[src/inc/swdc_pkg.sv]
// shared constants and types for the single-wire dimming control link
package swdc_pkg;

    // ----------------------------------------------------------------
    // clock
    // ----------------------------------------------------------------
    localparam int CLK_HZ = 50_000_000;
    localparam int CLK_NS = 1_000_000_000 / CLK_HZ;
    localparam int CNT_W = 18;

    // ----------------------------------------------------------------
    // decoder timing, in ns as printed
    // ----------------------------------------------------------------
    localparam int T_OFF_NS = 2_500_000;
    localparam int T_DELAY_NS = 140_000;
    localparam int T_DET_NS = 260_000;
    localparam int T_WIN_NS = 1_000_000;
    localparam int T_EOD_H_NS = 350_000;
    localparam int T_PH_MIN_NS = 2_000;
    localparam int T_PH_MAX_NS = 64_000;
    localparam int T_PH_LONG_MAX_NS = 128_000;

    // least times round up, longest times round down
    localparam int OFF_CYC = (T_OFF_NS + CLK_NS - 1) / CLK_NS;
    localparam int DELAY_CYC = (T_DELAY_NS + CLK_NS - 1) / CLK_NS;
    localparam int DET_CYC = (T_DET_NS + CLK_NS - 1) / CLK_NS;
    localparam int WIN_CYC = T_WIN_NS / CLK_NS;
    localparam int EOD_H_CYC = (T_EOD_H_NS + CLK_NS - 1) / CLK_NS;
    localparam int PH_MIN_CYC = (T_PH_MIN_NS + CLK_NS - 1) / CLK_NS;
    localparam int PH_MAX_CYC = T_PH_MAX_NS / CLK_NS;
    localparam int PH_LONG_MAX_CYC = T_PH_LONG_MAX_NS / CLK_NS;

    // ----------------------------------------------------------------
    // host timing, in ns, chosen with margin inside the limits
    // ----------------------------------------------------------------
    localparam int H_OFF_NS = 3_000_000;
    localparam int H_DELAY_NS = 200_000;
    localparam int H_DET_NS = 300_000;
    localparam int H_DS_NS = 5_000;
    localparam int H_SHORT_NS = 5_000;
    localparam int H_LONG_NS = 15_000;
    localparam int H_EOD_NS = 400_000;
    localparam int H_OFF_CYC = H_OFF_NS / CLK_NS;
    localparam int H_DELAY_CYC = H_DELAY_NS / CLK_NS;
    localparam int H_DET_CYC = H_DET_NS / CLK_NS;
    localparam int H_DS_CYC = H_DS_NS / CLK_NS;
    localparam int H_SHORT_CYC = H_SHORT_NS / CLK_NS;
    localparam int H_LONG_CYC = H_LONG_NS / CLK_NS;
    localparam int H_EOD_CYC = H_EOD_NS / CLK_NS;
    localparam logic [3:0] PWM_STEP_CYC = 4'ha;

    // ----------------------------------------------------------------
    // codes
    // ----------------------------------------------------------------
    localparam logic [7:0] CODE_FULL = 8'hff;
    localparam logic [7:0] CODE_ZERO = 8'h00;
    localparam logic [3:0] WORD_BITS = 4'h8;

    // ----------------------------------------------------------------
    // types
    // ----------------------------------------------------------------
    typedef enum logic [4:0] {
        DS_SHUT = 5'h01,
        DS_FIRST_HIGH = 5'h02,
        DS_FIRST_LOW = 5'h04,
        DS_PWM = 5'h08,
        DS_SERIAL = 5'h10
    } swdc_dev_state_t;

    typedef enum logic [9:0] {
        HS_IDLE = 10'h001,
        HS_OFF = 10'h002,
        HS_EN_HIGH = 10'h004,
        HS_EN_LOW = 10'h008,
        HS_START = 10'h010,
        HS_BIT_LOW = 10'h020,
        HS_BIT_HIGH = 10'h040,
        HS_EOD_LOW = 10'h080,
        HS_EOD_HIGH = 10'h100,
        HS_PWM = 10'h200
    } swdc_host_state_t;

    typedef enum logic [2:0] {
        OP_OFF = 3'h0,
        OP_ON = 3'h1,
        OP_SERIAL = 3'h2,
        OP_WRITE = 3'h3,
        OP_PWM = 3'h4
    } swdc_op_t;

endpackage

[src/inc/swdc_link_if.sv]
// control pin between host and dimming decoder
`timescale 1ns/10ps
`default_nettype none
interface swdc_link_if;
    logic ctrl;
    modport dev (input ctrl);
    modport host (output ctrl);
endinterface
`default_nettype wire

[src/swdc_device.sv]
// dimming decoder behind the single control pin
// Functional notes
// - shut down after pin low past 2.5ms
// - mode chosen once at enable, PWM default
// - host first high pulse over 140us
// - host then holds low over 260us
// - programming starts inside 1ms window
// - detection passed selects serial mode
// - serial mode kept until shutdown or reset
// - steady high after reset gives full scale
// - PWM mode reference follows pin duty
// - host PWM between 5kHz and 100kHz
// - 8-bit word, 256 linear levels
// - stored code starts at full scale
// - code register, power reset restores default
// - pin shutdown keeps stored code
// - re-entry without new code reuses old
// - pin high/low gives max/zero current outside serial mode
// - host waits 2us before first bit
// - end of data: low 2-64us, high 350us
`timescale 1ns/10ps
`default_nettype none
module swdc_device #(
    parameter int P_OFF_CYC = swdc_pkg::OFF_CYC,
    parameter int P_DELAY_CYC = swdc_pkg::DELAY_CYC,
    parameter int P_DET_CYC = swdc_pkg::DET_CYC,
    parameter int P_WIN_CYC = swdc_pkg::WIN_CYC,
    parameter int P_EOD_H_CYC = swdc_pkg::EOD_H_CYC,
    parameter int P_PH_LONG_MAX_CYC = swdc_pkg::PH_LONG_MAX_CYC
) (
    // clock and power-on reset
    input wire logic i_clk,
    input wire logic i_reset,
    // control pin
    swdc_link_if.dev link,
    // reference and status
    output logic [7:0] o_ref_code,
    output logic o_enabled,
    output logic o_serial_mode,
    output logic o_code_stored,
    output logic o_frame_error
);
    import swdc_pkg::*;

    // ----------------------------------------------------------------
    // helpers
    // ----------------------------------------------------------------
    // short phase inside 2..64us
    function automatic logic short_ok(input logic [CNT_W-1:0] len);
        short_ok = (len >= CNT_W'(PH_MIN_CYC)) && (len <= CNT_W'(PH_MAX_CYC));
    endfunction

    // long phase at least twice the short one, inside its ceiling
    function automatic logic long_ok(input logic [CNT_W-1:0] len,
                                     input logic [CNT_W-1:0] ref_len,
                                     input logic [CNT_W-1:0] ceil);
        long_ok = (len >= {ref_len[CNT_W-2:0], 1'b0}) && (len <= ceil);
    endfunction

    localparam logic [CNT_W-1:0] LONG_CEIL = CNT_W'(P_PH_LONG_MAX_CYC);
    localparam logic [CNT_W-1:0] CNT_MAX = '1;

    swdc_dev_state_t state_q;
    logic lvl_q;
    logic [CNT_W-1:0] cnt_q;
    logic [CNT_W-1:0] win_q;
    logic [CNT_W-1:0] low_len_q;
    logic [7:0] code_q;
    logic [7:0] shift_q;
    logic [3:0] bit_cnt_q;
    logic in_word_q;
    logic prog_ok_q;
    logic rise;
    logic fall;
    logic shut_hit;
    logic bit_zero;
    logic bit_one;
    logic eod_hit;
    logic eod_late;

    // ----------------------------------------------------------------
    // pin edges and phase timing
    // ----------------------------------------------------------------
    assign rise = link.ctrl && !lvl_q;
    assign fall = !link.ctrl && lvl_q;
    // low held past shutdown time
    assign shut_hit = !lvl_q && (cnt_q >= CNT_W'(P_OFF_CYC));

    // level follower and phase length counter, saturating
    always_ff @(posedge i_clk)
    begin
        if (i_reset)
        begin
            lvl_q <= 1'b0;
            cnt_q <= '0;
        end
        else
        begin
            lvl_q <= link.ctrl;
            if (rise || fall)
                cnt_q <= '0;
            else if (cnt_q != CNT_MAX)
                cnt_q <= cnt_q + 1'b1;
        end
    end

    // detection window, counted from enable
    always_ff @(posedge i_clk)
    begin
        if (i_reset || state_q == DS_SHUT)
            win_q <= '0;
        else if (win_q != CNT_MAX)
            win_q <= win_q + 1'b1;
    end

    // ----------------------------------------------------------------
    // mode selection
    // ----------------------------------------------------------------
    always_ff @(posedge i_clk)
    begin
        if (i_reset)
            state_q <= DS_SHUT;
        else if (state_q != DS_SHUT && shut_hit)
            state_q <= DS_SHUT;
        else
        begin
            case (state_q)
                DS_SHUT:
                    if (rise)
                        state_q <= DS_FIRST_HIGH;
                DS_FIRST_HIGH:
                    if (fall)
                    begin
                        // long first high asks for serial; else PWM
                        if (cnt_q >= CNT_W'(P_DELAY_CYC))
                            state_q <= DS_FIRST_LOW;
                        else
                            state_q <= DS_PWM;
                    end
                DS_FIRST_LOW:
                    if (cnt_q >= CNT_W'(P_DET_CYC) && !lvl_q)
                        state_q <= DS_SERIAL;
                    else if (rise)
                        state_q <= DS_PWM;
                DS_PWM:
                    state_q <= DS_PWM;
                DS_SERIAL:
                    state_q <= DS_SERIAL;
                default:
                    state_q <= DS_SHUT;
            endcase
        end
    end

    // ----------------------------------------------------------------
    // serial word decoder
    // ----------------------------------------------------------------
    // low phase then high phase, ratio decides the bit
    assign bit_zero = short_ok(cnt_q)
        && long_ok(low_len_q, cnt_q, LONG_CEIL);
    assign bit_one = short_ok(low_len_q)
        && long_ok(cnt_q, low_len_q, LONG_CEIL);
    // end of data high reached after a full word and a good low
    assign eod_hit = in_word_q && lvl_q && bit_cnt_q == WORD_BITS
        && short_ok(low_len_q)
        && cnt_q >= CNT_W'(P_EOD_H_CYC);
    // high too long for a bit and no valid end of data
    assign eod_late = in_word_q && lvl_q && cnt_q > LONG_CEIL
        && !(bit_cnt_q == WORD_BITS && short_ok(low_len_q));

    // gate for the first word: must start inside the window
    always_ff @(posedge i_clk)
    begin
        if (i_reset || state_q != DS_SERIAL)
            prog_ok_q <= 1'b0;
        else if (fall && win_q < CNT_W'(P_WIN_CYC))
            prog_ok_q <= 1'b1;
    end

    // bit capture, word framing and error flag
    always_ff @(posedge i_clk)
    begin
        if (i_reset || state_q != DS_SERIAL)
        begin
            low_len_q <= '0;
            shift_q <= CODE_ZERO;
            bit_cnt_q <= '0;
            in_word_q <= 1'b0;
            o_frame_error <= 1'b0;
        end
        else
        begin
            o_frame_error <= 1'b0;
            if (rise)
                low_len_q <= cnt_q;
            if (fall && (prog_ok_q || win_q < CNT_W'(P_WIN_CYC)))
            begin
                if (!in_word_q)
                begin
                    // start of a word; the preceding high was the lead-in
                    in_word_q <= 1'b1;
                    bit_cnt_q <= '0;
                end
                else if (bit_cnt_q != WORD_BITS && (bit_zero || bit_one))
                begin
                    shift_q <= {shift_q[6:0], bit_one};
                    bit_cnt_q <= bit_cnt_q + 1'b1;
                end
                else
                begin
                    // bad bit: drop the word, this fall restarts one
                    bit_cnt_q <= '0;
                    o_frame_error <= 1'b1;
                end
            end
            else if (eod_hit)
            begin
                in_word_q <= 1'b0;
                bit_cnt_q <= '0;
            end
            else if (eod_late)
            begin
                in_word_q <= 1'b0;
                bit_cnt_q <= '0;
                o_frame_error <= 1'b1;
            end
        end
    end

    // ----------------------------------------------------------------
    // stored brightness code
    // ----------------------------------------------------------------
    // only power reset restores it; pin shutdown leaves it alone
    always_ff @(posedge i_clk)
    begin
        if (i_reset)
        begin
            code_q <= CODE_FULL;
            o_code_stored <= 1'b0;
        end
        else
        begin
            o_code_stored <= 1'b0;
            if (state_q == DS_SERIAL && eod_hit)
            begin
                code_q <= shift_q;
                o_code_stored <= 1'b1;
            end
        end
    end

    // ----------------------------------------------------------------
    // reference and status outputs
    // ----------------------------------------------------------------
    // serial uses stored code; otherwise pin gates full scale and the
    // analog filter downstream averages it into the duty fraction
    always_ff @(posedge i_clk)
    begin
        if (i_reset)
        begin
            o_ref_code <= CODE_ZERO;
            o_enabled <= 1'b0;
            o_serial_mode <= 1'b0;
        end
        else
        begin
            o_enabled <= (state_q != DS_SHUT);
            o_serial_mode <= (state_q == DS_SERIAL);
            if (state_q == DS_SHUT)
                o_ref_code <= CODE_ZERO;
            else if (state_q == DS_SERIAL)
                o_ref_code <= code_q;
            else if (lvl_q)
                o_ref_code <= CODE_FULL;
            else
                o_ref_code <= CODE_ZERO;
        end
    end

endmodule
`default_nettype wire

[src/flat_wrapper.sv]
// flat-port wrapper written by rule: the top's interface ports become plain ports
module swdc_device_flat import swdc_pkg::*;
#(
    parameter int P_OFF_CYC = swdc_pkg::OFF_CYC,
    parameter int P_DELAY_CYC = swdc_pkg::DELAY_CYC,
    parameter int P_DET_CYC = swdc_pkg::DET_CYC,
    parameter int P_WIN_CYC = swdc_pkg::WIN_CYC,
    parameter int P_EOD_H_CYC = swdc_pkg::EOD_H_CYC,
    parameter int P_PH_LONG_MAX_CYC = swdc_pkg::PH_LONG_MAX_CYC
)
  (i_clk, i_reset, o_ref_code, o_enabled, o_serial_mode, o_code_stored, o_frame_error, link_ctrl);
  swdc_link_if link_i ();
  input wire logic i_clk;
  input wire logic i_reset;
  output logic [7:0] o_ref_code;
  output logic o_enabled;
  output logic o_serial_mode;
  output logic o_code_stored;
  output logic o_frame_error;
  input wire logic [$bits(link_i.ctrl)-1:0] link_ctrl;
  assign link_i.ctrl = link_ctrl;
  swdc_device #(.P_OFF_CYC(P_OFF_CYC), .P_DELAY_CYC(P_DELAY_CYC), .P_DET_CYC(P_DET_CYC), .P_WIN_CYC(P_WIN_CYC), .P_EOD_H_CYC(P_EOD_H_CYC), .P_PH_LONG_MAX_CYC(P_PH_LONG_MAX_CYC)) u_core (.i_clk(i_clk), .i_reset(i_reset), .link(link_i), .o_ref_code(o_ref_code), .o_enabled(o_enabled), .o_serial_mode(o_serial_mode), .o_code_stored(o_code_stored), .o_frame_error(o_frame_error));
endmodule
[config.mk]
export PLATFORM = sky130hd
export DESIGN_NAME = swdc_device_flat
export DESIGN_NICKNAME = d
export VERILOG_FILES = /design/src/inc/swdc_pkg.sv /design/src/inc/swdc_link_if.sv /design/src/swdc_device.sv /design/src/flat_wrapper.sv
export SDC_FILE = /design/constraint.sdc
export NUM_CORES = 1
export LEC_CHECK = 0
export BUFFER_PORTS_ARGS = -buffer_cell sky130_fd_sc_hd__buf_2
export CAP_MARGIN = 20
export CORE_MARGIN = 1
export CORE_UTILIZATION = 44
export DETAILED_ROUTE_END_ITERATION = 8
export SLEW_MARGIN = 20
export SYNTH_ARGS = -nofsm -noshare
export SYNTH_HDL_FRONTEND = slang
export SYNTH_SLANG_ARGS = --single-unit
export TNS_END_PERCENT = 10
[constraint.sdc]
create_clock -name i_clk -period 2.8 [get_ports i_clk]
set_clock_uncertainty 0.2 [all_clocks]
set_input_delay 0.56 -clock i_clk [delete_from_list [all_inputs] [get_ports i_clk]]
set_output_delay 0.56 -clock i_clk [all_outputs]
set_load 0.05 [all_outputs]
* Word level (Yosys, flattened, before mapping)
Index checks and enable logic that the tools add are counted.
** Word-level totals
- Register bits :: 94
- Memories :: 0
- Latch bits :: 0
- Output and inout bits :: 12
- Memory bits (writable) :: 0
- Bits in read-only memories :: 0
** Operators by class
- Shift-type cells :: 0
- $add $sub $neg :: 3
- Reductions and logical operators :: 36
- Mux-type cells :: 22
- Multipliers :: 0
- Magnitude comparators :: 14
- Bitwise logic cells :: 0
- Eq/ne operators :: 14
- Div/mod/pow operators :: 0
** Operator list (number)
- 18-bit by 1-bit adder with 18-bit output, second input constant :: 2
- 18-bit greater-or-equal comparator :: 2
- 18-bit by 7-bit greater-or-equal comparator with 1-bit output, second input constant :: 2
- 18-bit by 12-bit less-or-equal comparator with 1-bit output, second input constant :: 2
- 18-bit by 13-bit less-or-equal comparator with 1-bit output, second input constant :: 2
- 18-bit != test, second input constant :: 2
- 5-bit case mux with 5 select lines :: 1
- 4-bit two-way mux :: 6
- 1-bit logical AND :: 22
- 5-bit two-way mux :: 4
- 18-bit by 13-bit greater-or-equal comparator with 1-bit output, second input constant :: 1
- 18-bit by 14-bit greater-or-equal comparator with 1-bit output, second input constant :: 1
- 18-bit by 15-bit greater-or-equal comparator with 1-bit output, second input constant :: 1
- 18-bit by 17-bit greater-or-equal comparator with 1-bit output, second input constant :: 1
- 18-bit by 13-bit > comparator with 1-bit output, second input constant :: 1
- 18-bit by 16-bit < comparator with 1-bit output, second input constant :: 1
- 8-bit two-way mux :: 2
- 1-bit two-way mux :: 9
- 3-bit AND reduction :: 2
- 2-bit OR reduction :: 3
- 5-bit by 1-bit == test with 1-bit output, second input constant :: 1
- 5-bit by 2-bit == test with 1-bit output, second input constant :: 1
- 5-bit by 3-bit == test with 1-bit output, second input constant :: 1
- 5-bit by 4-bit == test with 1-bit output, second input constant :: 1
- other kinds (11) :: 18

* Depth between registers and ports, before layout
- Depth in word-level cells :: 8
- Mapped depth :: 11
- Mapped depth without buffers :: 9

* Least setup slack after synthesis
Ideal clock, no wire load.
- Kind :: register -> register
- From :: register u_core.cnt_q[8]
- To :: register u_core.o_frame_error
- Period minus slack after synthesis :: 2.689 ns
- Arrival :: 2.416 ns
- Slack :: 0.111 ns
- Cell stages (with the launch flop) :: 10
- Required time :: 2.527 ns
- Setup time :: 0.073 ns
- Path through :: dfxtp_1 > clkbuf_1 > inv_1 > ha_1 > and4_1 > a2111oi_0 > o21ai_0 > nor4b_1 > or4_1 > a21oi_1
** Between the ends
- Longest elaborated chain between the ends :: 8
- Elaborated cells on any way between the ends :: 22
- Those cells by class :: order compare: 7; mux: 5; reduce/logical: 10
** Ends and longest elaborated chain
- from (decl) :: RTL line swdc_device.sv:65 : logic [CNT_W-1:0] cnt_q;
- from (signal assigned) :: RTL line swdc_device.sv:103 : cnt_q <= cnt_q + 1'b1;
- 18-bit by 7-bit greater-or-equal comparator with 1-bit output (tied with other cells) :: RTL line swdc_device.sv:50 : short_ok = (len >= CNT_W'(PH_MIN_CYC)) && (len <= CNT_W'(PH_MAX_CYC));
- 1-bit logical AND, on equally long branches :: RTL line swdc_device.sv:50, swdc_device.sv:57
- 1-bit logical AND, on equally long branches :: RTL line swdc_device.sv:160, swdc_device.sv:162
- 1-bit logical OR :: RTL line swdc_device.sv:204 : else if (bit_cnt_q != WORD_BITS && (bit_zero || bit_one))
- 1-bit logical AND :: RTL line swdc_device.sv:204
- 1-bit two-way mux :: RTL line swdc_device.sv:204
- 1-bit two-way mux :: RTL line swdc_device.sv:198 : if (!in_word_q)
- 1-bit two-way mux (*) :: RTL line swdc_device.sv:196 : if (fall && (prog_ok_q || win_q < CNT_W'(P_WIN_CYC)))
- to (signal assigned) :: RTL line swdc_device.sv:189 : o_frame_error <= 1'b0;
- to (signal assigned) :: RTL line swdc_device.sv:193 : o_frame_error <= 1'b0;
- to (signal assigned) :: RTL line swdc_device.sv:213 : o_frame_error <= 1'b1;
- to (decl) :: RTL line swdc_device.sv:41 : output logic o_frame_error
Mark *: on every way between the ends. The rest lies on a longest branch, timed or not.
A chain may end at the register's enable or synchronous reset.

* Worst setup path in the final report
- From :: register u_core.cnt_q[5]
- To :: register u_core.bit_cnt_q[0]
** Between the ends
- Longest elaborated chain between the ends :: 8
- Elaborated cells on any way between the ends :: 22
- Those cells by class :: order compare: 7; mux: 4; reduce/logical: 11
** Ends and longest elaborated chain
- 18-bit by 7-bit greater-or-equal comparator with 1-bit output (tied with other cells) :: RTL line swdc_device.sv:50
- 1-bit logical AND, on equally long branches :: RTL line swdc_device.sv:50, swdc_device.sv:57
- 1-bit logical AND, on equally long branches :: RTL line swdc_device.sv:160, swdc_device.sv:162
- 1-bit logical OR :: RTL line swdc_device.sv:204
- 1-bit logical AND :: RTL line swdc_device.sv:204
- 4-bit two-way mux :: RTL line swdc_device.sv:204
- 4-bit two-way mux :: RTL line swdc_device.sv:198
- 4-bit two-way mux :: RTL line swdc_device.sv:196
- to (signal assigned) :: RTL line swdc_device.sv:207 : bit_cnt_q <= bit_cnt_q + 1'b1;
- to (decl) :: RTL line swdc_device.sv:70 : logic [3:0] bit_cnt_q;
Parallel ways exist; a longest one is shown, timed or not.

==> metrics.md <==
| Metric | Value |
|---|---|
| Status | `finished with violations` |
| Failing checks | `DRC` |
| Worst path slowest cell | `or3_1` |
| IO Port Bufs | `14` |
| Reg2Reg Launch Point | `u_core.cnt_q[5]$_SDFFE_PP0P_` |
| Ys flop type | `dfxtp_1` |
| Hold endpoint | `u_core.lvl_q$_SDFF_PP0_` |
| Measured slew at the worst slew-check pin | `0.678 ns` |
| Die height | `112 um` |
| Layout cells sized above 1 | `18.2%` |
| CP Launch Type | `flip-flop` |
| Post-synth EDFFs | `0` |
| Register bit total from synthesis | `94` |
| Register Area | `0.00188 mm2` |
| Vias in the first global route | `4,534` |
| Die width | `112 um` |
| Routed WL per cell | `16.0 um` |
| First-pass GRT wire length | `21,800 um` |
| Final RePlAce weighted congestion | `0.909` |
| Critical Path RT | `2.88 ns` |
| # clock sinks | `94` |
| Fmax achieved | `371 MHz` |
| Std-Cell Rows | `39` |
| Commonest non-fill, non-tap cell in the layout | `dfxtp_1` |
| Largest net degree at the start of global routing | `32` |
| Total Wirelength | `13,400 um` |
| Multi-input gate area | `0.00334 mm2` |
| Worst hold start | `i_reset` |
| Worst hold path type | `primary input to flip-flop` |
| Normalized max-slew margin | `54.7%` |
| Clock root cell | `clkbuf_16` |
| Depth of the CTS H-tree | `3` |
| DRC | `3` |
| Die area | `0.0125 mm2` |
| Sequential share of the synthesized area | `35.4%` |
| N_diodes | `0` |
| R2R depth | `10` |
| Top cell by count, worst path | `buf_4` |
| Max-slew violations | `0` |
| Hpwl dp | `9780 um` |
| Clock period minus worst slack | `2.70 ns` |
| Worst R2R Setup Slack | `0.10 ns` |
| Power Density | `450 mW/mm2` |
| # fillers | `1,055` |
| CTS tree | `built` |
| 1st-pass router iterations | `7` |
| Most frequent cells in the layout | `92 x dfxtp_1, 69 x nor2_1, 50 x buf_4` |
| RSZ-0062 raised after global routing | `true` |
| Syn_area_per_cell | `8.36 um2` |
| Synthesis-to-layout area growth | `20.3%` |
| CORE AREA | `0.0116 mm2` |
| Max clock buf depth | `2` |
| DRT antenna net count | `0` |
| Finished Core Util | `55.2%` |
| Worst skew pair latency | `0.36 ns` |
| Max cap viols | `0` |
| Hold Buf Count CTS | `0` |
| Period utilization | `96.4%` |
| Reg clk slew, reported paths | `0.07 ns` |
| Num CTS Buffers | `9` |
| Syn_nets | `679` |
| Nets@finish | `731` |
| Initial DRC count | `358` |
| Setup Crit Path Kind | `flip-flop to flip-flop` |
| Critical Path Max Stage Delay | `0.39 ns` |
| Delay-heaviest family, CP | `simple AND/OR/NAND/NOR gates` |
| Lkg Pwr | `2.43 nW` |
| Critical-path cell list | `buf_4, or3_1, nor4_4, a41oi_2, nor4_4, buf_4, o211a_1, buf_4, o211ai_1, a21oi_1` |
| VDD IR max | `0.510 mV` |
| Initial Util | `45.9%` |
| Min-Delay Path Depth | `2` |
| WP buf/inv | `3` |
| RR Endpoint | `u_core.bit_cnt_q[0]$_SDFFE_PP0P_` |
| Routed vias/inst | `5.72` |
| Synth async-reset ratio | `0%` |
| Finish-stage setup viols | `0` |
| Crit. End Element | `flip-flop` |
| Antenna violations before repair | `0` |
| Yosys cell types | `63` |
| Arrival @ worst endpoint | `2.78 ns` |
| Gate Count Post-Synth | `635` |
| Total global routing overflow | `0` |
| Pre-CTS setup slack | `-0.491 ns` |
| Io pins | `15` |
| Endpoints failing hold | `0` |
| Final WS setup | `0.102 ns` |
| Via count | `4,775` |
| GRT Overall Usage | `22.0%` |
| Mapped Area | `0.00531 mm2` |
| Synth warn | `0` |
| Crit-path max FO | `9` |
registers in the layout (all words and copies together) (netlist names):
signal and flops:
u_core.shift_q 8, u_core.prog_ok_q 1, u_core.bit_cnt_q 4, u_core.o_code_stored 1, u_core.in_word_q 1, u_core.o_enabled 1, u_core.low_len_q 18, u_core.o_frame_error 1
u_core.lvl_q 1, u_core.o_serial_mode 1, u_core.code_q 8, u_core.cnt_q 18, u_core.win_q 18, u_core.o_ref_code 8, u_core.state_q 5
layer usage:
layer	part of all wire [%]	track usage, %	vias up
met3	3.4	4.79	28
met4	3.3	11.0	0
met2	49	37.9	86
met1	45	25.8	2282
met5	0	0	-
li1	-	-	2379
cell families after synthesis:
kind of cell	Yosys count	share of synthesized area (%)
and+or+nand+nor	249	24.5
muxes	28	5.28
DFF	94	35.4
xor gates and xnor gates	25	4.12
buffers and inverters	72	5.33
AOI/OAI and AO/OA	126	15.7
adders and majority gates	41	9.66
how the worst max path moves through the flow:
stage	end	startpoint	cells past startpoint
4_1_cts	u_core.shift_q[4]$_SDFFE_PP0P_	u_core.cnt_q[14]$_SDFFE_PP0P_	7
6_report	u_core.bit_cnt_q[0]$_SDFFE_PP0P_	u_core.cnt_q[5]$_SDFFE_PP0P_	10
5_1_grt	u_core.o_frame_error$_SDFF_PP0_	u_core.cnt_q[2]$_SDFFE_PP0P_	9
2_1_floorplan	u_core.o_frame_error$_SDFF_PP0_	u_core.cnt_q[8]$_SDFFE_PP0P_	9
3_5_place_dp	u_core.bit_cnt_q[3]$_SDFFE_PP0P_	u_core.cnt_q[2]$_SDFFE_PP0P_	10
3_3_place_gp	u_core.o_frame_error$_SDFF_PP0_	u_core.cnt_q[2]$_SDFFE_PP0P_	9
report_power, final:
group,switching (mW),leakage (nW),total [mW],internal (mW)
clock network,0.565,0.158,1.36,0.794
logic,0.0960,1.51,0.153,0.0569
registers,0.0121,0.760,1.36,1.35
total,0.673,2.43,2.87,2.20
layout make-up:
class	instances	area share, %
Timing Repair Buffer	66	7.60
Sequential cell	94	29.5
Tap cell	143	2.80
Inverter	46	2.70
Clock inverter	7	1.59
Clock buffer	9	3.53
Multi-Input combinational cell	470	52.3
worst reg2reg max path, cell delays in order, from the launching register on:
cell,delay [ns]
dfxtp_1,0.35
buf_4,0.17
or3_1,0.39
nor4_4,0.32
a41oi_2,0.22
nor4_4,0.28
buf_4,0.18
o211a_1,0.16
buf_4,0.11
o211ai_1,0.09
a21oi_1,0.16
repair_timing:
item,4_1_cts,5_1_grt
cloned,0,1
setup buffers,0,2
hold endpoints to repair,0,0
pin swaps,1,6
gates resized for setup,10,28
setup endpoints to repair,13,14
synthesized netlist by cell type (3+ instances only):
library cell,count,share of area (%)
a21oi_2,7,1.2
o21a_1,3,0.42
nor4_1,9,1.1
inv_1,46,3.3
dfxtp_1,94,35
nand2b_1,5,0.59
o21ai_1,9,0.85
a211oi_1,5,0.71
nor2_1,69,4.9
and2_1,5,0.59
xor2_1,6,0.99
o2111ai_1,3,0.49
o311ai_0,3,0.49
o211ai_1,4,0.57
xnor2_1,19,3.1
o21ai_0,21,2.0
a31oi_1,3,0.35
or4_1,4,0.57
and3_1,8,0.94
buf_2,4,0.38
a2111oi_0,5,0.82
a311oi_1,3,0.49
nand3_1,29,2.7
a21o_1,5,0.71
nand4_1,13,1.5
clkbuf_1,21,1.5
nand2_1,48,3.4
nor2b_1,3,0.35
mux2i_1,28,5.3
or3_1,12,1.4
ha_1,41,9.7
and4_1,6,0.99
nor3_1,17,1.6
a21oi_1,36,3.4
per-stage QoR:
stage                     setup TNS, ns  hold WS, ns  cells  power, mW  instance area (um2)
after global placement            -8.80        0.243    816       1.54                 5850
after detailed placement          -5.25        0.254    816       1.54                 5850
after floorplan                       0        0.236    635       1.50                 5310
final                                 0        0.175    835       2.87                 6390
after global routing             -0.152        0.184    835       2.97                 6390
after CTS                       -0.0375        0.165    832       2.91                 6220
Power figures use the tool's default switching activity.
